==> config.mk <==
export PLATFORM = sky130hd
export DESIGN_NAME = branch_call_skip_irq_ops
export DESIGN_NICKNAME = d
export VERILOG_FILES = /design/src/bcs_pkg.sv /design/src/branch_call_skip_irq_ops.sv
export VERILOG_INCLUDE_DIRS = /design/src
export SDC_FILE = /design/constraint.sdc
export NUM_CORES = 1
export LEC_CHECK = 0
export BUFFER_PORTS_ARGS = -buffer_cell sky130_fd_sc_hd__buf_4
export CAP_MARGIN = 20
export CELL_PAD_IN_SITES_DETAIL_PLACEMENT = 1
export CELL_PAD_IN_SITES_GLOBAL_PLACEMENT = 1
export CORE_MARGIN = 4
export CORE_UTILIZATION = 40
export DETAILED_ROUTE_END_ITERATION = 12
export PLACE_DENSITY_LB_ADDON = 0.1
export SLEW_MARGIN = 10
export SYNTH_ARGS = -nofsm -noshare
export SYNTH_HDL_FRONTEND = slang
export SYNTH_SLANG_ARGS = --single-unit
==> constraint.sdc <==
create_clock -name aclk -period 7.7 [get_ports aclk]
set_clock_uncertainty 0.05 [all_clocks]
set_input_delay 0.385 -clock aclk [delete_from_list [all_inputs] [get_ports aclk]]
set_output_delay 0.385 -clock aclk [all_outputs]
set_load 0.03 [all_outputs]
==> src/bcs_defines.svh <==
// Opcodes, register offsets, field positions and reset values of the core.
`ifndef BCS_DEFINES_SVH
`define BCS_DEFINES_SVH
// ****************************************
// Instruction words
// ****************************************
`define OP_DI        10'h004
`define OP_EI        10'h005
`define OP_IND_JMP   10'h010
`define OP_SEA       10'h025
`define OP_CMPM      10'h026
`define OP_IND_CALL  10'h030
`define OP_TEST_EXT0_REQUEST_OP      10'h038
`define OP_TEST_EXT_PIN_LEVEL_OP     10'h03A
`define OP_RT        10'h044
`define OP_RTS       10'h045
`define OP_RTI       10'h046
`define OP_TPAA      10'h2AA
`define M_FAR        10'h3E0
`define OP_FAR_JMP   10'h0E0
`define OP_FAR_CALL  10'h0C0
`define M_NEAR       10'h380
`define OP_NEAR_JMP  10'h180
`define OP_PG2_CALL  10'h100
`define PAGE_CALL    7'h02
`define IRQ_VEC      14'h0002
// ****************************************
// Control register fields
// ****************************************
`define V1_IDX       3'h0
`define I1_IDX       3'h2
`define EXT0_EN_BIT  0
`define PIN_POL_BIT  2
// ****************************************
// Bus register map and reset values
// ****************************************
`define REG_CTRL     4'h0
`define REG_STATUS   4'h4
`define REG_CORE     4'h8
`define REG_CTL      4'hC
`define RESP_OKAY    2'h0
`define RESP_DECERR  2'h3
`define RST_PC       14'h0000
`define RST_NIB      4'h0
`endif

==> src/bcs_pkg.sv <==
// Types shared by the control-flow core.
package bcs_pkg;
	typedef struct packed {
		logic       nop_mode;
		logic       skip;
		logic       carry;
		logic [7:0] dp;
		logic [2:0] d;
		logic [3:0] b;
		logic [3:0] acc;
	} ctx_t;
	typedef enum logic [2:0] {
		ST_ONE   = 3'b001,
		ST_TWO   = 3'b010,
		ST_SKIP2 = 3'b100
	} state_t;
endpackage

==> src/branch_call_skip_irq_ops.sv <==
// Control-flow, skip, interrupt and control-register instruction core.
//
// The address map and the AXI4-Lite register port were decided locally.
`timescale 1ns/1ps
`include "bcs_defines.svh"
module branch_call_skip_irq_ops
	import bcs_pkg::*;
#(
	parameter bit LARGE_VARIANT = 1'b1
) (
	// Clock and reset
	input  wire logic        aclk,
	input  wire logic        aresetn,
	// Program memory
	output logic [13:0]      fetch_addr,
	input  wire logic [9:0]  fetch_word,
	input  wire logic        fetch_valid,
	// Data memory and pins
	input  wire logic [3:0]  mem_nibble,
	input  wire logic        ext_int_pin,
	input  wire logic        ext0_event,
	input  wire logic        irq_req,
	// AXI4-Lite slave
	input  wire logic [31:0] s_awaddr,
	input  wire logic        s_awvalid,
	output logic             s_awready,
	input  wire logic [31:0] s_wdata,
	input  wire logic [3:0]  s_wstrb,
	input  wire logic        s_wvalid,
	output logic             s_wready,
	output logic [1:0]       s_bresp,
	output logic             s_bvalid,
	input  wire logic        s_bready,
	input  wire logic [31:0] s_araddr,
	input  wire logic        s_arvalid,
	output logic             s_arready,
	output logic [31:0]      s_rdata,
	output logic [1:0]       s_rresp,
	output logic             s_rvalid,
	input  wire logic        s_rready
);
	// ****************************************
	// Core state
	// ****************************************
	state_t      st_q;
	logic [13:0] pc_q;
	logic [2:0]  sp_q;
	logic [13:0] stack_q [8];
	ctx_t        ctx_q;
	ctx_t        saved_q;
	logic [9:0]  first_q;
	logic        inte_q;
	logic        ext0_q;
	logic        pa_q;
	logic [3:0]  ctl_q [8];
	logic        run_q;

	// ****************************************
	// Decode
	// ****************************************
	wire go      = run_q & fetch_valid;
	wire irq_tk  = go & (st_q == ST_ONE) & inte_q & irq_req;
	wire ex1     = go & (st_q == ST_ONE) & ~irq_tk & ~ctx_q.skip;
	wire sk1     = go & (st_q == ST_ONE) & ~irq_tk & ctx_q.skip;
	wire ex2     = go & (st_q == ST_TWO);
	wire [9:0] w = fetch_word;
	wire is_fj   = (w & `M_FAR) == `OP_FAR_JMP;
	wire is_fc   = (w & `M_FAR) == `OP_FAR_CALL;
	wire is_nj   = (w & `M_NEAR) == `OP_NEAR_JMP;
	wire is_pc2  = (w & `M_NEAR) == `OP_PG2_CALL;
	wire two_w   = is_fj | is_fc | (w == `OP_IND_JMP) |
		(w == `OP_IND_CALL) | (w == `OP_SEA);
	wire is_call = is_pc2 | (ex2 & (((first_q & `M_FAR) == `OP_FAR_CALL) |
		(first_q == `OP_IND_CALL)));
	wire is_ret  = (w == `OP_RT) | (w == `OP_RTS) | (w == `OP_RTI);
	wire [13:0] pc_inc = {pc_q[13:7], pc_q[6:0] + 7'h01};
	wire [2:0]  sp_inc = sp_q + 3'h1;
	// The top page bit (bit 6) is forced low on the small variant.
	wire [6:0] pg_dir = {LARGE_VARIANT & w[8], w[7], first_q[4:0]};
	wire [6:0] pg_ind = {LARGE_VARIANT & w[8], w[7:6], w[3:0]};
	wire [6:0] a_ind  = {ctx_q.d, ctx_q.acc};
	wire indirect = (first_q == `OP_IND_JMP) | (first_q == `OP_IND_CALL);
	wire [13:0] tgt2 = indirect ? {pg_ind, a_ind} : {pg_dir, w[6:0]};
	wire ext0_en = ctl_q[`V1_IDX][`EXT0_EN_BIT];
	wire pin_pol = ctl_q[`I1_IDX][`PIN_POL_BIT];
	wire test_ext0_request_op_hit = ext0_q & ~ext0_en;
	wire test_ext0_request_op_clr = ex1 & (w == `OP_TEST_EXT0_REQUEST_OP) & test_ext0_request_op_hit;
	wire pin_hit  = ext_int_pin == pin_pol;
	// Control register transfers: index 0..7 selects V1,V2,I1,W1..W5.
	wire to_a = (w == 10'h054) | (w == 10'h055) | (w == 10'h253) |
		((w >= 10'h24B) & (w <= 10'h24F));
	wire from_a = (w == 10'h03F) | (w == 10'h03E) | (w == 10'h217) |
		(w == 10'h20E) | (w == 10'h20F) |
		((w >= 10'h210) & (w <= 10'h212));
	wire [2:0] to_idx = (w == 10'h054) ? 3'h0 : (w == 10'h055) ? 3'h1 :
		(w == 10'h253) ? 3'h2 : 3'(w[2:0] - 3'h0);
	wire [2:0] from_idx = (w == 10'h03F) ? 3'h0 :
		(w == 10'h03E) ? 3'h1 : (w == 10'h217) ? 3'h2 :
		(w[4] ? 3'(w[2:0] + 3'h5) : 3'(w[2:0] - 3'h3));

	wire wr_core;
	wire wr_ctrl;
	wire [31:0] wmask;
	wire [31:0] core_rd;

	assign fetch_addr = pc_q;

	// ****************************************
	// Sequencer
	// ****************************************
	always_ff @(posedge aclk) begin
		if (!aresetn) begin
			st_q    <= ST_ONE;
			pc_q    <= `RST_PC;
			sp_q    <= 3'h0;
			ctx_q   <= '0;
			saved_q <= '0;
			first_q <= 10'h000;
			inte_q  <= 1'b0;
			ext0_q  <= 1'b0;
			pa_q    <= 1'b0;
			for (int i = 0; i < 8; i++) begin
				ctl_q[i]   <= `RST_NIB;
				stack_q[i] <= `RST_PC;
			end
		end else begin
			// A new request wins over the clear in the same cycle.
			if (ext0_event) begin
				ext0_q <= 1'b1;
			end else if (test_ext0_request_op_clr && !wr_core) begin
				ext0_q <= 1'b0;
			end
			if (wr_core) begin
				ctx_q <= (ctx_q & ~wmask[21:0]) | (wdata_q[21:0] & wmask[21:0]);
			end else if (irq_tk) begin
				stack_q[sp_inc] <= pc_q;
				sp_q    <= sp_inc;
				saved_q <= ctx_q;
				ctx_q.skip <= 1'b0;
				inte_q  <= 1'b0;
				pc_q    <= `IRQ_VEC;
			end else if (sk1) begin
				ctx_q.skip <= 1'b0;
				pc_q <= pc_inc;
				if (two_w) begin
					st_q <= ST_SKIP2;
				end
			end else if (go && st_q == ST_SKIP2) begin
				pc_q <= pc_inc;
				st_q <= ST_ONE;
			end else if (ex2) begin
				st_q <= ST_ONE;
				if (first_q == `OP_SEA) begin
					ctx_q.skip <= ctx_q.acc == w[3:0];
					pc_q <= pc_inc;
				end else begin
					pc_q <= tgt2;
					if (is_call) begin
						stack_q[sp_inc] <= pc_inc;
						sp_q <= sp_inc;
					end
				end
			end else if (ex1) begin
				pc_q <= pc_inc;
				if (two_w) begin
					first_q <= w;
					st_q    <= ST_TWO;
				end else if (is_nj) begin
					pc_q <= {pc_q[13:7], w[6:0]};
				end else if (is_pc2) begin
					pc_q <= {`PAGE_CALL, w[6:0]};
					stack_q[sp_inc] <= pc_inc;
					sp_q <= sp_inc;
				end else if (is_ret) begin
					pc_q <= stack_q[sp_q];
					sp_q <= sp_q - 3'h1;
					if (w == `OP_RTS) begin
						ctx_q.skip <= 1'b1;
					end
					if (w == `OP_RTI) begin
						ctx_q <= saved_q;
					end
				end else if (w == `OP_CMPM) begin
					ctx_q.skip <= ctx_q.acc == mem_nibble;
				end else if (w == `OP_TEST_EXT0_REQUEST_OP) begin
					ctx_q.skip <= test_ext0_request_op_hit;
				end else if (w == `OP_TEST_EXT_PIN_LEVEL_OP) begin
					ctx_q.skip <= pin_hit;
				end else if (w == `OP_DI || w == `OP_EI) begin
					inte_q <= w[0];
				end else if (w == `OP_TPAA) begin
					pa_q <= ctx_q.acc[0];
				end else if (to_a) begin
					ctx_q.acc <= ctl_q[to_idx];
				end else if (from_a) begin
					ctl_q[from_idx] <= ctx_q.acc;
				end
			end
		end
	end

	// ****************************************
	// AXI4-Lite slave
	// ****************************************
	logic        aw_got_q;
	logic        w_got_q;
	logic [31:0] awaddr_q;
	logic [31:0] wdata_q;
	logic [3:0]  wstrb_q;
	wire do_wr   = aw_got_q & w_got_q & ~s_bvalid;
	wire wr_map  = awaddr_q[31:4] == 28'h0;
	assign wr_ctrl = do_wr & wr_map & (awaddr_q[3:0] == `REG_CTRL);
	// Core context is loaded in any cycle, ahead of the sequencer, even between the two words of a pair.
	assign wr_core = do_wr & wr_map & (awaddr_q[3:0] == `REG_CORE);
	assign wmask = {{8{wstrb_q[3]}}, {8{wstrb_q[2]}},
		{8{wstrb_q[1]}}, {8{wstrb_q[0]}}};
	assign s_awready = ~aw_got_q;
	assign s_wready  = ~w_got_q;
	assign s_arready = ~s_rvalid;
	wire rd_map = s_araddr[31:4] == 28'h0;
	assign core_rd = {10'h000, 22'(ctx_q)};
	wire [31:0] status_rd = {11'h000, pa_q, ext0_q, ctx_q.skip, inte_q,
		sp_q, pc_q};
	wire [31:0] ctl_rd = {ctl_q[7], ctl_q[6], ctl_q[5], ctl_q[4],
		ctl_q[3], ctl_q[2], ctl_q[1], ctl_q[0]};
	wire [31:0] rd_mux = (s_araddr[3:0] == `REG_CTRL) ? {31'h0, run_q} :
		(s_araddr[3:0] == `REG_STATUS) ? status_rd :
		(s_araddr[3:0] == `REG_CORE) ? core_rd :
		(s_araddr[3:0] == `REG_CTL) ? ctl_rd : 32'h0;
	wire rd_ok = rd_map & (s_araddr[1:0] == 2'h0);

	always_ff @(posedge aclk) begin
		if (!aresetn) begin
			aw_got_q <= 1'b0;
			w_got_q  <= 1'b0;
			awaddr_q <= 32'h0;
			wdata_q  <= 32'h0;
			wstrb_q  <= 4'h0;
			s_bvalid <= 1'b0;
			s_bresp  <= `RESP_OKAY;
			run_q    <= 1'b0;
		end else begin
			if (s_awvalid && !aw_got_q) begin
				aw_got_q <= 1'b1;
				awaddr_q <= s_awaddr;
			end
			if (s_wvalid && !w_got_q) begin
				w_got_q <= 1'b1;
				wdata_q <= s_wdata;
				wstrb_q <= s_wstrb;
			end
			if (do_wr) begin
				s_bvalid <= 1'b1;
				s_bresp  <= (wr_map && awaddr_q[1:0] == 2'h0) ?
					`RESP_OKAY : `RESP_DECERR;
				if (wr_ctrl && wstrb_q[0]) begin
					run_q <= wdata_q[0];
				end
			end else if (s_bvalid && s_bready) begin
				s_bvalid <= 1'b0;
				aw_got_q <= 1'b0;
				w_got_q  <= 1'b0;
			end
		end
	end

	always_ff @(posedge aclk) begin
		if (!aresetn) begin
			s_rvalid <= 1'b0;
			s_rdata  <= 32'h0;
			s_rresp  <= `RESP_OKAY;
		end else if (s_arvalid && !s_rvalid) begin
			s_rvalid <= 1'b1;
			s_rdata  <= rd_ok ? rd_mux : 32'h0;
			s_rresp  <= rd_ok ? `RESP_OKAY : `RESP_DECERR;
		end else if (s_rready) begin
			s_rvalid <= 1'b0;
		end
	end

	wire nw = ~wr_core;
endmodule

# Word level (Yosys, flattened, before mapping)
# Memories as Yosys holds them, arrays and structs flattened. A register that Yosys moved wholly into a read port is not among the register bits.
# Cells that the tools add are included.
[totals]
reg_bits = 175
latch_bits = 0
ramBits = 144
mem_bits_ro = 0
inputBits = 125
out_inout_bits = 55
elab_cells = 379
mem_count = 2
[classes]
addsub = 5
mul = 0
n_div = 0
n_lt_le_gt_ge = 4
n_eq_ne = 72
shifts = 0
n_mux = 152
n_bitwise = 62
reduce_logical = 49
[memory_table]
columns = ["name", "words", "width", "rd", "rd_ports_with_merged_regs", "write_ports", "line", "text"]
rows = [
  ["stack_q", 8, 14, 1, 1, 8, "branch_call_skip_irq_ops.sv:48", "logic [13:0] stack_q [8];"],
  ["ctl_q", 8, 4, 9, 0, 8, "branch_call_skip_irq_ops.sv:55", "logic [3:0] ctl_q [8];"],
]
[op_table]
columns = ["cell", "n"]
rows = [
  ["14-bit 2-to-1 mux", 13],
  ["32-bit 2-to-1 mux", 5],
  ["22-bit 2-to-1 mux", 7],
  ["10-bit by 6-bit == test with 1-bit output, second input constant", 9],
  ["1-bit 2-to-1 mux", 84],
  ["3-bit 2-to-1 mux", 28],
  ["20-bit 2-to-1 mux", 3],
  ["28-bit logical NOT", 2],
  ["10-bit == test, second input constant", 5],
  ["10-bit by 7-bit == test with 1-bit output, second input constant", 5],
  ["22-bit bitwise AND", 2],
  ["4-bit 2-to-1 mux", 8],
  ["15-bit AND reduction", 2],
  ["3-bit != test, second input constant", 8],
  ["2-bit != test, second input constant", 11],
  ["22-bit inverter", 1],
  ["22-bit OR", 1],
  ["1-bit bitwise AND", 20],
  ["10-bit by 3-bit == test with 1-bit output, second input constant", 2],
  ["10-bit by 5-bit == test with 1-bit output, second input constant", 2],
  ["10-bit >= comparator, second input constant", 2],
  ["10-bit less-or-equal comparator, second input constant", 2],
  ["1-bit inverter", 19],
  ["1-bit OR", 19],
  ["42 further kinds", 84],
]

# Logic depth before layout (Yosys ltp)
# Gate-level depths: netlist (run 1).
[logic_depth]
word_depth = 27
mapped_depth = 11
ltp_nobuf = 9

# Worst setup path after synthesis (run 1)
# OpenSTA, ideal clock, no wires.
[synth_path]
kind = "reg2reg"
startpoint = "register first_q[1]"
endpoint = "memory stack_q[2][0] (enable)"
setup_ns = 0.361
arrival_time_ns = 2.334
required_time_ns = 7.289
slack_ns = 4.954
path_stages_with_launch = 9
path_buffers = 1
cell_sequence = "dfxtp_1 nor4_1 nand4_1 a211oi_1 o211ai_1 a21oi_1 buf_2 nand3_1 nand2_1"
[synth_rtl]
columns = ["element", "line", "text"]
rows = [
  ["from (decl)", "branch_call_skip_irq_ops.sv:51", "logic [9:0] first_q;"],
  ["from (signal assigned)", "branch_call_skip_irq_ops.sv:166", "first_q <= w;"],
  ["to (decl)", "branch_call_skip_irq_ops.sv:48", ""],
]

==> results of run 1 <==
[through the flow]
stage	power (mW)	worst slack (ns)	utilization (%)	std cells
4_1_cts	3.98	3.31	48.5	2241
3_5_place_dp	2.14	3.27	45.0	2166
5_1_grt	4.08	2.99	48.6	2243
6_report	3.94	3.29	48.6	2243
3_3_place_gp	2.13	3.31	45.0	2166
2_1_floorplan	2.02	4.95	-	1580
[power by group through the flow]
| stage | combinational (mW) | clock, mW | sequential [mW] |
|---|---|---|---|
| finish | 0.260 | 1.84 | 1.85 |
| global route | 0.285 | 1.95 | 1.85 |
| CTS | 0.260 | 1.88 | 1.85 |
| detailed placement | 0.256 | 0 | 1.88 |
| global placement | 0.251 | 0 | 1.88 |
| floorplan | 0.150 | 0 | 1.87 |
[timing repair]
item	CTS	global route
hold buffers	6	0
endpoints found under the hold margin	6	0
setup buffers	0	0
[kinds of logic (layout without fill, tap and decap cells)]
group,Yosys count,count (layout)
buffers and inverters,128,280
AO/OA/AOI/OAI,313,313
flip-flops,320,320
XOR/XNOR,25,25
multiplexers,96,96
AND/OR/NAND/NOR,691,691
adder cells (fa/ha/maj),7,7
[worst min-delay path by stage]
| stage | endpoint | slack [ns] | cells after the start |
|---|---|---|---|
| global route | awaddr_q[6]$_SDFFE_PN0P_ | 0.009 | 3 |
| detailed placement | wdata_q[8]$_SDFFE_PN0P_ | 0.40 | 2 |
| global placement | saved_q[16]$_SDFFE_PN0P_ | 0.39 | 2 |
| floorplan | saved_q[16]$_SDFFE_PN0P_ | 0.38 | 2 |
| finish | wdata_q[7]$_SDFFE_PN0P_ | 0.03 | 3 |
| CTS | wdata_q[7]$_SDFFE_PN0P_ | 0.0007 | 3 |
[routing by layer]
metal	track usage (%)	vias up	routed length, um
met2	39.7	325	24200
met5	0	-	0
li1	-	5966	-
met4	6.05	0	1130
met1	34.1	6430	23400
met3	4.84	69	3080
[final cells by class]
class                   instances  area [um2]  share of cell area, %
clock inverters                13         159                  0.864
clock buffers                  56        1110                   6.03
well taps                     511         639                   3.47
flip-flops and latches        320        7850                   42.7
repair buffers                192        1460                   7.96
multi-input cells            1132        7110                   38.6
inverters                      19        73.8                  0.401
[worst max-delay path, stage by stage, from the launching register on]
cell and delay [ns]:
dfxtp_1 0.32, nor4_1 0.62, nand4_1 0.26, a211oi_1 0.47, o211ai_1 0.24, a21oi_2 0.84, nand3_1 0.52, nand2_1 0.71
[registers in the layout (all words and copies together) (netlist names), 3 cells and up, named ones only]
name and flops:
sp_q 3, stack_q 112, s_rdata 32, st_q 3, ctl_q 32, fetch_addr 14
first_q 10, saved_q 22, wstrb_q 3, awaddr_q 32, wdata_q 22
[cells in the mapped netlist (11+ instances only)]
cell type,number
mux2i_1,44
xnor2_1,11
and3_1,47
clkbuf_1,84
a21oi_1,116
dfxtp_1,176
o22ai_1,14
buf_2,14
xor2_1,14
inv_1,18
mux2_2,23
nand4_1,12
a211oi_1,12
mux4_2,29
nor4_1,23
and2_1,82
edfxtp_1,144
a22oi_1,46
nand3_1,49
o21ai_0,56
nor2_1,159
a311oi_1,12
nand2_1,243
==> flow_metrics.py, run 1 <==
metrics = {
    "setup_path": {
        "reg2reg_to": "stack_q[7][9]$_SDFFCE_PN0P_",
        "required_ns": 7.83,
        "crit_type": "reg2reg",
        "worstPathMaxFanout": 20,
        "r2r_slack_ns": 3.29,
        "timing.rr.start": "first_q[1]$_SDFFE_PN0P_",
        "worstSetupStartpointType": "register",
        "crit_start": "first_q[1]$_SDFFE_PN0P_",
        "critPathArrivalTime_ns": 4.54,
        "end_kind": "register",
        "reg2regPathDepth": 7,
        "cp-endpoint": "stack_q[7][9]$_SDFFCE_PN0P_",
    },
    "cells_and_area": {
        "fin_nets": 1836,
        "area_growth_syn_to_layout_pct": 19.1,
        "layout_commonest_cell": "nand2_1",
        "design_area_um2": 18400,
        "mostFrequentLayoutCells": "nand2_1 (243), buf_4 (185), dfxtp_1 (175)",
        "final_layout_size_suffix_gt1_share_pct": 18.6,
        "fill_cells": 4297,
        "antenna_cells": 0,
    },
    "power_and_ir_drop": {
        "p_int_mw": 3.03,
        "seqPwrFrac_pct": 46.8,
        "ir_worst_vdd_uv": 150,
        "pwr-share-comb_pct": 6.6,
        "clock_power_share_pct": 46.6,
        "p_leak_nw": 6.87,
        "powerDensity_nw_per_um2": 214,
        "swShare_pct": 23.3,
        "switchingPower_mw": 0.918,
    },
    "clocking": {
        "clockBufferDepth": 3,
        "clkLatencyLatePin_ns": 0.55,
        "cts_max_level": 2,
        "root_buffer": "clkbuf_16",
        "cts_sinks": 320,
        "cts_tree": "yes",
        "cts_buffers": 39,
        "clkTransAtPathRegs_ns": 0.06,
        "ctsResizeCount": 0,
    },
    "detailed_routing": {
        "viasPerCell": 5.70,
        "drt-total-wl_um": 51800,
        "wl_per_cell_um": 23.1,
        "drt_iter0_markers": 977,
        "remaining_drc_errors": 0,
        "vias": 12800,
        "ant_nets": 0,
        "dr.pass1.iters": 5,
    },
    "synth": {
        "async_flop_share_pct": 0,
        "syn_area_um2": 15400,
        "yosys.area.top_type": "edfxtp_1",
        "synth_ff_type": "dfxtp_1",
        "synth_compound_area_share_pct": 13.2,
        "synth-xor-area-share_pct": 1.42,
        "synth_top_family_by_area": "simple AND/OR/NAND/NOR gates",
        "yosysWarnings": 0,
        "syn_area_per_cell_um2": 9.77,
        "synth_edf_count": 144,
        "synth_top_area_share_pct": 28.0,
        "ys_seq_area_share_pct": 50.8,
        "synth_simple_gate_area_share_pct": 21.9,
        "ys_seq_elements": 320,
        "synthCells": 1580,
        "syn-num-nets": 1712,
        "synthTopCellsByArea": "edfxtp_1 (28%), dfxtp_1 (23%), nand2_1 (5.9%), mux4_2 (4.2%), nor2_1 (3.9%)",
        "ys_types": 75,
        "synthAdderAreaFrac_pct": 0.567,
        "synth_mux_area_share_pct": 8.76,
    },
    "global_route": {
        "grt_max_degree": 80,
        "grt_use_total_pct": 24.5,
        "grt_pass1_wl_um": 79500,
        "overflow": 0,
        "antenna_found_initial": 0,
        "grt_pass1_vias": 13200,
    },
    "placement": {
        "place.gp.congestion": 0.856,
        "dpl.hpwl_um": 36800,
        "portBuffers": 168,
        "placed_cell_area_um2": 17000,
    },
    "floorplanning": {
        "die_w_um": 204,
        "initial_core_util_pct": 40.8,
        "core_um2": 37800,
        "ios": 180,
        "fp.dieArea_um2": 41800,
        "die_h_um": 204,
        "rows": 71,
    },
    "sta": {
        "slew_viol_final": 0,
        "slew_headroom_pct": 31.4,
        "fin_crit_sh_pct": 57.3,
        "setup_viol": 0,
        "rsz0062_at_grt": "false",
        "max_freq_mhz": 227,
        "whs_ns": 0.0274,
        "post-route-min-period_ns": 4.41,
        "finalHoldViolCount": 0,
        "worstMarginPinSlew_ns": 1.02,
        "tns_ns": 0,
    },
    "hold_path": {
        "hp-class": "in2reg",
        "min_from": "s_wdata[7]",
    },
    "status": {
        "status": "complete, no violations",
    },
    "run": {
        "max_cap_violations": 0,
    },
}
No activity file was read; power rests on OpenSTA's default activity.
==> inputs of run 2 (changes only) <==
--- a/config.mk
+++ b/config.mk
@@ -6,12 +6,13 @@
 export SDC_FILE = /design/constraint.sdc
 export NUM_CORES = 1
 export LEC_CHECK = 0
+export ABC_AREA = 1
 export BUFFER_PORTS_ARGS = -buffer_cell sky130_fd_sc_hd__buf_4
 export CAP_MARGIN = 20
 export CELL_PAD_IN_SITES_DETAIL_PLACEMENT = 1
 export CELL_PAD_IN_SITES_GLOBAL_PLACEMENT = 1
 export CORE_MARGIN = 4
-export CORE_UTILIZATION = 40
+export CORE_UTILIZATION = 39
 export DETAILED_ROUTE_END_ITERATION = 12
 export PLACE_DENSITY_LB_ADDON = 0.1
 export SLEW_MARGIN = 10
==> constraint.sdc (replaced) <==
create_clock -name aclk -period 3.55 [get_ports aclk]
set_clock_uncertainty 0.05 [all_clocks]
set_input_delay 0.1775 -clock aclk [delete_from_list [all_inputs] [get_ports aclk]]
set_output_delay 0.1775 -clock aclk [all_outputs]
set_load 0.03 [all_outputs]
==> flow_metrics.py, run 2 <==
metrics = {
    "sta": {
        "worstMarginPinSlew_ns": 0.974,
        "fin_ws_ns": 0.696,
        "whs_ns": 0.0313,
        "slew_headroom_pct": 35.1,
        "post-route-min-period_ns": 2.85,
        "tns_ns": 0,
        "slew_viol_final": 0,
        "rsz0062_at_grt": "false",
        "max_freq_mhz": 350,
        "setup_viol": 0,
        "finalHoldViolCount": 0,
        "fin_crit_sh_pct": 80.4,
    },
    "detailed_routing": {
        "ant_nets": 0,
        "dr.pass1.iters": 5,
        "drt-total-wl_um": 57200,
        "remaining_drc_errors": 0,
        "viasPerCell": 5.35,
        "drt_iter0_markers": 948,
        "vias": 15100,
        "wl_per_cell_um": 20.3,
    },
    "cells_and_area": {
        "area_growth_syn_to_layout_pct": 24.5,
        "layout_commonest_cell": "nand2_1",
        "antenna_cells": 0,
        "mostFrequentLayoutCells": "nand2_1 (388), nor2_1 (356), buf_4 (216)",
        "largest-register": "stack_q",
        "final_layout_size_suffix_gt1_share_pct": 14.9,
        "utilization_pct": 49.2,
        "instances_no_fill": 2814,
        "largest_reg_flops": 112,
        "design_area_um2": 19500,
        "fin_nets": 2395,
    },
    "clocking": {
        "root_buffer": "clkbuf_16",
        "cts_buffers": 38,
        "clkLatencyLatePin_ns": 0.57,
        "cts_sinks": 320,
        "ctsResizeCount": 0,
        "cts_max_level": 2,
        "clockBufferDepth": 3,
        "cts_tree": "yes",
        "clkTransAtPathRegs_ns": 0.06,
    },
    "synth": {
        "syn-num-nets": 2169,
        "synth_ff_type": "dfxtp_1",
        "yosysMostFrequentCell": "nand2_1",
        "syn_area_um2": 15700,
        "ys_seq_area_share_pct": 50.0,
        "async_flop_share_pct": 0,
        "netlist_top_cells_count": "nand2_1 (388), nor2_1 (356), nand3_1 (178)",
        "synth_edf_count": 144,
        "ys_seq_elements": 320,
        "syn_area_per_cell_um2": 7.70,
        "ys_types": 45,
        "synthCells": 2037,
        "synthTopCellsByArea": "edfxtp_1 (28%), dfxtp_1 (22%), nand2_1 (9.3%), nor2_1 (8.5%), nand3_1 (5.7%)",
        "synth_top_area_share_pct": 27.6,
        "yosys.area.top_type": "edfxtp_1",
        "yosysWarnings": 0,
    },
    "global_route": {
        "grt_pass1_vias": 15700,
        "overflow": 0,
        "grt_use_total_pct": 26.1,
        "grt_pass1_wl_um": 90200,
        "antenna_found_initial": 0,
        "grt_max_degree": 107,
    },
    "floorplanning": {
        "fp.dieArea_um2": 43500,
        "die_w_um": 209,
        "core_um2": 39700,
        "die_h_um": 209,
        "rows": 73,
        "ios": 180,
        "initial_core_util_pct": 39.5,
    },
    "placement": {
        "place.gp.congestion": 0.914,
        "placed_cell_area_um2": 17600,
        "dpl_worst_slack_ns": 0.727,
        "dp.cells": 2678,
        "portBuffers": 168,
        "dpl.hpwl_um": 40500,
    },
    "power_and_ir_drop": {
        "p_total_mw": 8.72,
        "pwr-share-comb_pct": 7.6,
        "powerDensity_nw_per_um2": 446,
        "seqPwrFrac_pct": 46.1,
        "p_leak_nw": 7.83,
        "ir_worst_vdd_uv": 289,
        "switchingPower_mw": 2.04,
        "p_int_mw": 6.68,
        "swShare_pct": 23.4,
        "clock_power_share_pct": 46.2,
    },
    "setup_path": {
        "end_kind": "register",
        "worstSetupStartpointType": "input port",
        "reg2regPathDepth": 13,
        "cp_slowest_cell": "dlygate4sd3_1",
        "required_ns": 3.74,
        "timing.rr.start": "run_q$_SDFFE_PN0P_",
        "max_stage_delay_ns": 0.55,
        "crit_type": "in2reg",
        "critPathArrivalTime_ns": 3.05,
        "crit_top_cell": "nand2_1",
        "reg2reg_to": "ctl_q[4][0]$_SDFFCE_PN0P_",
        "crit_chain": "dlygate4sd3_1, buf_4, inv_1, ha_1, inv_1, nor2_1, nand2_1, nand2_1, nand2_1, o21ai_2, buf_4, inv_2, nand2_1, inv_2, nand3_1, inv_1, nand2_1, nor2_2, nand2_1, nand2_1",
        "r2r_slack_ns": 0.79,
        "worstPathMaxFanout": 14,
    },
    "hold_path": {
        "hp-class": "in2reg",
        "holdPathEnd": "first_q[2]$_SDFFE_PN0P_",
        "min_from": "fetch_word[2]",
        "hold_depth": 3,
    },
    "status": {
        "status": "complete, no violations",
    },
    "run": {
        "max_cap_violations": 0,
    },
}
run 2: changes by cell type in the layout (fill, tap and decap cells not counted), moves of 46 or more:
cell / before / now
a21oi_1: 114 / 160
and2_1: 82 / 0
and3_1: 47 / 0
dlygate4sd3_1: 6 / 70
inv_1: 18 / 161
nand2_1: 243 / 388
nand3_1: 49 / 178
nor2_1: 158 / 356
o21ai_0: 55 / 164
run 2: how the worst max path moves through the flow:
| stage | end | slack [ns] | start | cells past startpoint |
|---|---|---|---|---|
| final | ctl_q[4][0]$_SDFFCE_PN0P_ | 0.70 | fetch_word[1] | 20 |
| after global routing | ctl_q[3][2]$_SDFFCE_PN0P_ | 0.49 | fetch_word[1] | 20 |
| after CTS | ctl_q[4][2]$_SDFFCE_PN0P_ | 0.76 | fetch_word[1] | 20 |
| after detailed placement | ctl_q[4][1]$_SDFFCE_PN0P_ | 0.73 | fetch_word[0] | 19 |
| after global placement | ctl_q[6][2]$_SDFFCE_PN0P_ | 0.71 | fetch_word[0] | 19 |
| after floorplan | stack_q[2][0]$_SDFFCE_PN0P_ | 1.05 | sp_q[0]$_SDFFE_PN0P_ | 7 |
run 2: layout make-up:
class	count	area [um2]
fill	4820	20200
clock inverter	14	190
tap	525	657
inverter	188	706
sequential	320	7850
multi-input combinational	1429	6720
timing repair buffer	286	2320
clock buffer	52	1090
run 2: critical path, delay by kind of cell:
| kind | cells | cell delay, ns |
|---|---|---|
| compound gates | 1 | 0.05 |
| fa+ha+maj | 1 | 0.28 |
| buf+inv | 8 | 1.45 |
| simple gates | 10 | 1.11 |
run 2: logic make-up (layout without fill, tap and decap cells):
| family | Yosys count | count (layout) | share of synthesized area (%) |
|---|---|---|---|
| AOI/OAI and AO/OA | 393 | 393 | 13.6 |
| buffers and inverters | 288 | 540 | 7.15 |
| DFF | 320 | 320 | 50.0 |
| xor gates and xnor gates | 18 | 18 | 1.05 |
| adders and majority gates | 7 | 7 | 0.558 |
| and+or+nand+nor | 1011 | 1011 | 27.7 |
run 2: power groups by stage:
| stage | sequential [mW] | combinational [mW] | clock [mW] |
|---|---|---|---|
| finish | 4.02 | 0.666 | 4.03 |
| global route | 4.03 | 0.739 | 4.27 |
| CTS | 4.02 | 0.664 | 4.12 |
| detailed placement | 4.10 | 0.599 | 0 |
| global placement | 4.09 | 0.588 | 0 |
| floorplan | 4.08 | 0.339 | 0 |
run 2: timing repair:
item / CTS / global route
buffers inserted: 0 / 0
hold buffers: 70 / 0
endpoints found under the hold margin: 69 / 0
run 2: metal layers:
| metal | share of wire, % | track usage (%) | up-vias |
|---|---|---|---|
| met3 | 4.4 | 3.00 | 97 |
| met4 | 3.3 | 8.91 | 0 |
| met1 | 44 | 34.4 | 7359 |
| li1 | - | - | 7241 |
| met5 | 0 | 0 | - |
| met2 | 49 | 44.7 | 360 |
==> inputs of run 3 (changes only) <==
--- a/config.mk
+++ b/config.mk
@@ -12,7 +12,7 @@
 export CELL_PAD_IN_SITES_DETAIL_PLACEMENT = 1
 export CELL_PAD_IN_SITES_GLOBAL_PLACEMENT = 1
 export CORE_MARGIN = 4
-export CORE_UTILIZATION = 39
+export CORE_UTILIZATION = 40
 export DETAILED_ROUTE_END_ITERATION = 12
 export PLACE_DENSITY_LB_ADDON = 0.1
 export SLEW_MARGIN = 10
==> constraint.sdc (replaced) <==
create_clock -name aclk -period 2.75 [get_ports aclk]
set_clock_uncertainty 0.05 [all_clocks]
set_input_delay 0.1375 -clock aclk [delete_from_list [all_inputs] [get_ports aclk]]
set_output_delay 0.1375 -clock aclk [all_outputs]
set_load 0.03 [all_outputs]
==> flow_metrics.py, run 3 (same netlist as run 2, synthesis figures left out) <==
metrics = {
    "cells_and_area": {
        "final_layout_size_suffix_gt1_share_pct": 16.6,
        "design_area_um2": 19900,
        "fin_nets": 2447,
        "largest-register": "stack_q",
        "utilization_pct": 51.4,
        "largest_reg_flops": 112,
        "area_growth_syn_to_layout_pct": 26.9,
        "mostFrequentLayoutCells": "nand2_1 (386), nor2_1 (354), buf_4 (267)",
        "fill_cells": 4778,
        "layout_commonest_cell": "nand2_1",
        "antenna_cells": 0,
        "instances_no_fill": 2857,
    },
    "clocking": {
        "cts_setup_buffers": 0,
        "clockBufferDepth": 3,
        "clkLatencyLatePin_ns": 0.55,
        "cts_sinks": 320,
        "root_buffer": "clkbuf_16",
        "clkTransAtPathRegs_ns": 0.06,
        "cts_buffers": 37,
        "cts_tree": "yes",
        "cts_max_level": 2,
    },
    "detailed_routing": {
        "drt_iter0_markers": 831,
        "wl_per_cell_um": 20.3,
        "remaining_drc_errors": 0,
        "vias": 15200,
        "viasPerCell": 5.31,
        "ant_nets": 0,
        "drt-total-wl_um": 57900,
        "dr.pass1.iters": 5,
    },
    "power_and_ir_drop": {
        "ir_worst_vdd_uv": 290,
        "p_leak_nw": 8.06,
        "powerDensity_nw_per_um2": 557,
        "p_total_mw": 11.1,
    },
    "sta": {
        "whs_ns": 0.0551,
        "fin_ws_ns": 0.176,
        "max_freq_mhz": 389,
        "rsz0062_at_grt": "true",
        "slew_headroom_pct": 36.3,
        "fin_crit_sh_pct": 93.6,
        "slew_viol_final": 0,
        "finalHoldViolCount": 0,
        "worstMarginPinSlew_ns": 0.952,
        "post-route-min-period_ns": 2.57,
        "setup_viol": 0,
        "tns_ns": 0,
    },
    "setup_path": {
        "worstSetupStartpointType": "input port",
        "reg2reg_to": "stack_q[6][2]$_SDFFCE_PN0P_",
        "end_kind": "register",
        "required_ns": 2.95,
        "crit_type": "in2reg",
        "worstPathMaxFanout": 4,
        "reg2regPathDepth": 12,
        "timing.rr.start": "awaddr_q[4]$_SDFFE_PN0P_",
        "r2r_slack_ns": 0.24,
        "critPathArrivalTime_ns": 2.77,
    },
    "hold_path": {
        "min_from": "s_araddr[12]",
        "hp-class": "in2reg",
        "holdPathEnd": "s_rdata[21]$_SDFFE_PN0P_",
        "hold_depth": 8,
    },
    "floorplanning": {
        "rows": 72,
        "initial_core_util_pct": 40.5,
        "die_h_um": 206,
        "die_w_um": 206,
        "core_um2": 38700,
        "ios": 180,
        "fp.dieArea_um2": 42500,
    },
    "global_route": {
        "grt_max_degree": 73,
        "overflow": 0,
        "antenna_found_initial": 2,
        "grt_pass1_vias": 15800,
        "grt_use_total_pct": 27.2,
        "grt_pass1_wl_um": 89900,
    },
    "placement": {
        "placed_cell_area_um2": 17900,
        "dpl.hpwl_um": 42200,
        "place.gp.congestion": 0.949,
        "dp.cells": 2722,
        "portBuffers": 168,
        "dpl_worst_slack_ns": 0.167,
    },
    "run": {
        "max_cap_violations": 0,
    },
    "status": {
        "status": "complete, no violations",
    },
}
run 3: worst max path at each step:
stage                        startpoint                           to  cells after the start
2_1_floorplan      sp_q[0]$_SDFFE_PN0P_  stack_q[2][0]$_SDFFCE_PN0P_                      7
3_3_place_gp   awaddr_q[4]$_SDFFE_PN0P_  stack_q[6][0]$_SDFFCE_PN0P_                     12
3_5_place_dp              fetch_word[1]                     register                     17
4_1_cts                   fetch_word[0]                     register                     18
5_1_grt        awaddr_q[4]$_SDFFE_PN0P_  stack_q[1][6]$_SDFFCE_PN0P_                     12
6_report                  fetch_word[0]    ctl_q[4][1]$_SDFFCE_PN0P_                     16
run 3: cell type report:
| type | count | area [um2] | share of cell area (%) |
|---|---|---|---|
| Clock buffer | 57 | 1140 | 5.71 |
| Clock inverter | 6 | 82.6 | 0.415 |
| Inverter | 188 | 706 | 3.54 |
| Multi-Input combinational cell | 1429 | 6770 | 34.0 |
| Sequential cell | 320 | 7850 | 39.4 |
| Tap cell | 518 | 648 | 3.26 |
| Timing Repair Buffer | 339 | 2730 | 13.7 |
run 3: critical path, cell delays in order:
cell and delay, ns:
dlygate4sd3_1 0.58, buf_4 0.16, buf_4 0.14, ha_1 0.19, inv_1 0.07, a21oi_1 0.10, buf_4 0.15, nand3_1 0.09
nand2_1 0.08, nor2_1 0.16, nand4_1 0.11, nor3_1 0.15, nand2_1 0.16, nor2_4 0.21, nand2_1 0.12, nand2_1 0.16
run 3: report_power, final:
| group | total (mW) | switching, mW | leakage, nW | internal, mW |
|---|---|---|---|---|
| Combinational | 0.893 | 0.524 | 4.54 | 0.369 |
| Sequential | 5.19 | 0.0770 | 2.92 | 5.11 |
| Clock | 5.01 | 1.99 | 0.596 | 3.02 |
run 3: metal layers:
metal | vias up | wire length, um | track usage [%]
li1 | 7332 | - | -
met1 | 7372 | 24900 | 35.1
met2 | 368 | 28200 | 46.4
met3 | 108 | 2780 | 4.49
met4 | 2 | 2110 | 9.20
met5 | - | 17 | 0
run 3: timing repair:
| item | 4_1_cts | 5_1_grt |
|---|---|---|
| hold buffers | 72 | 0 |
| setup endpoints to repair | 0 | 31 |
| resized for setup | 0 | 9 |
| hold endpoints to repair | 76 | 0 |
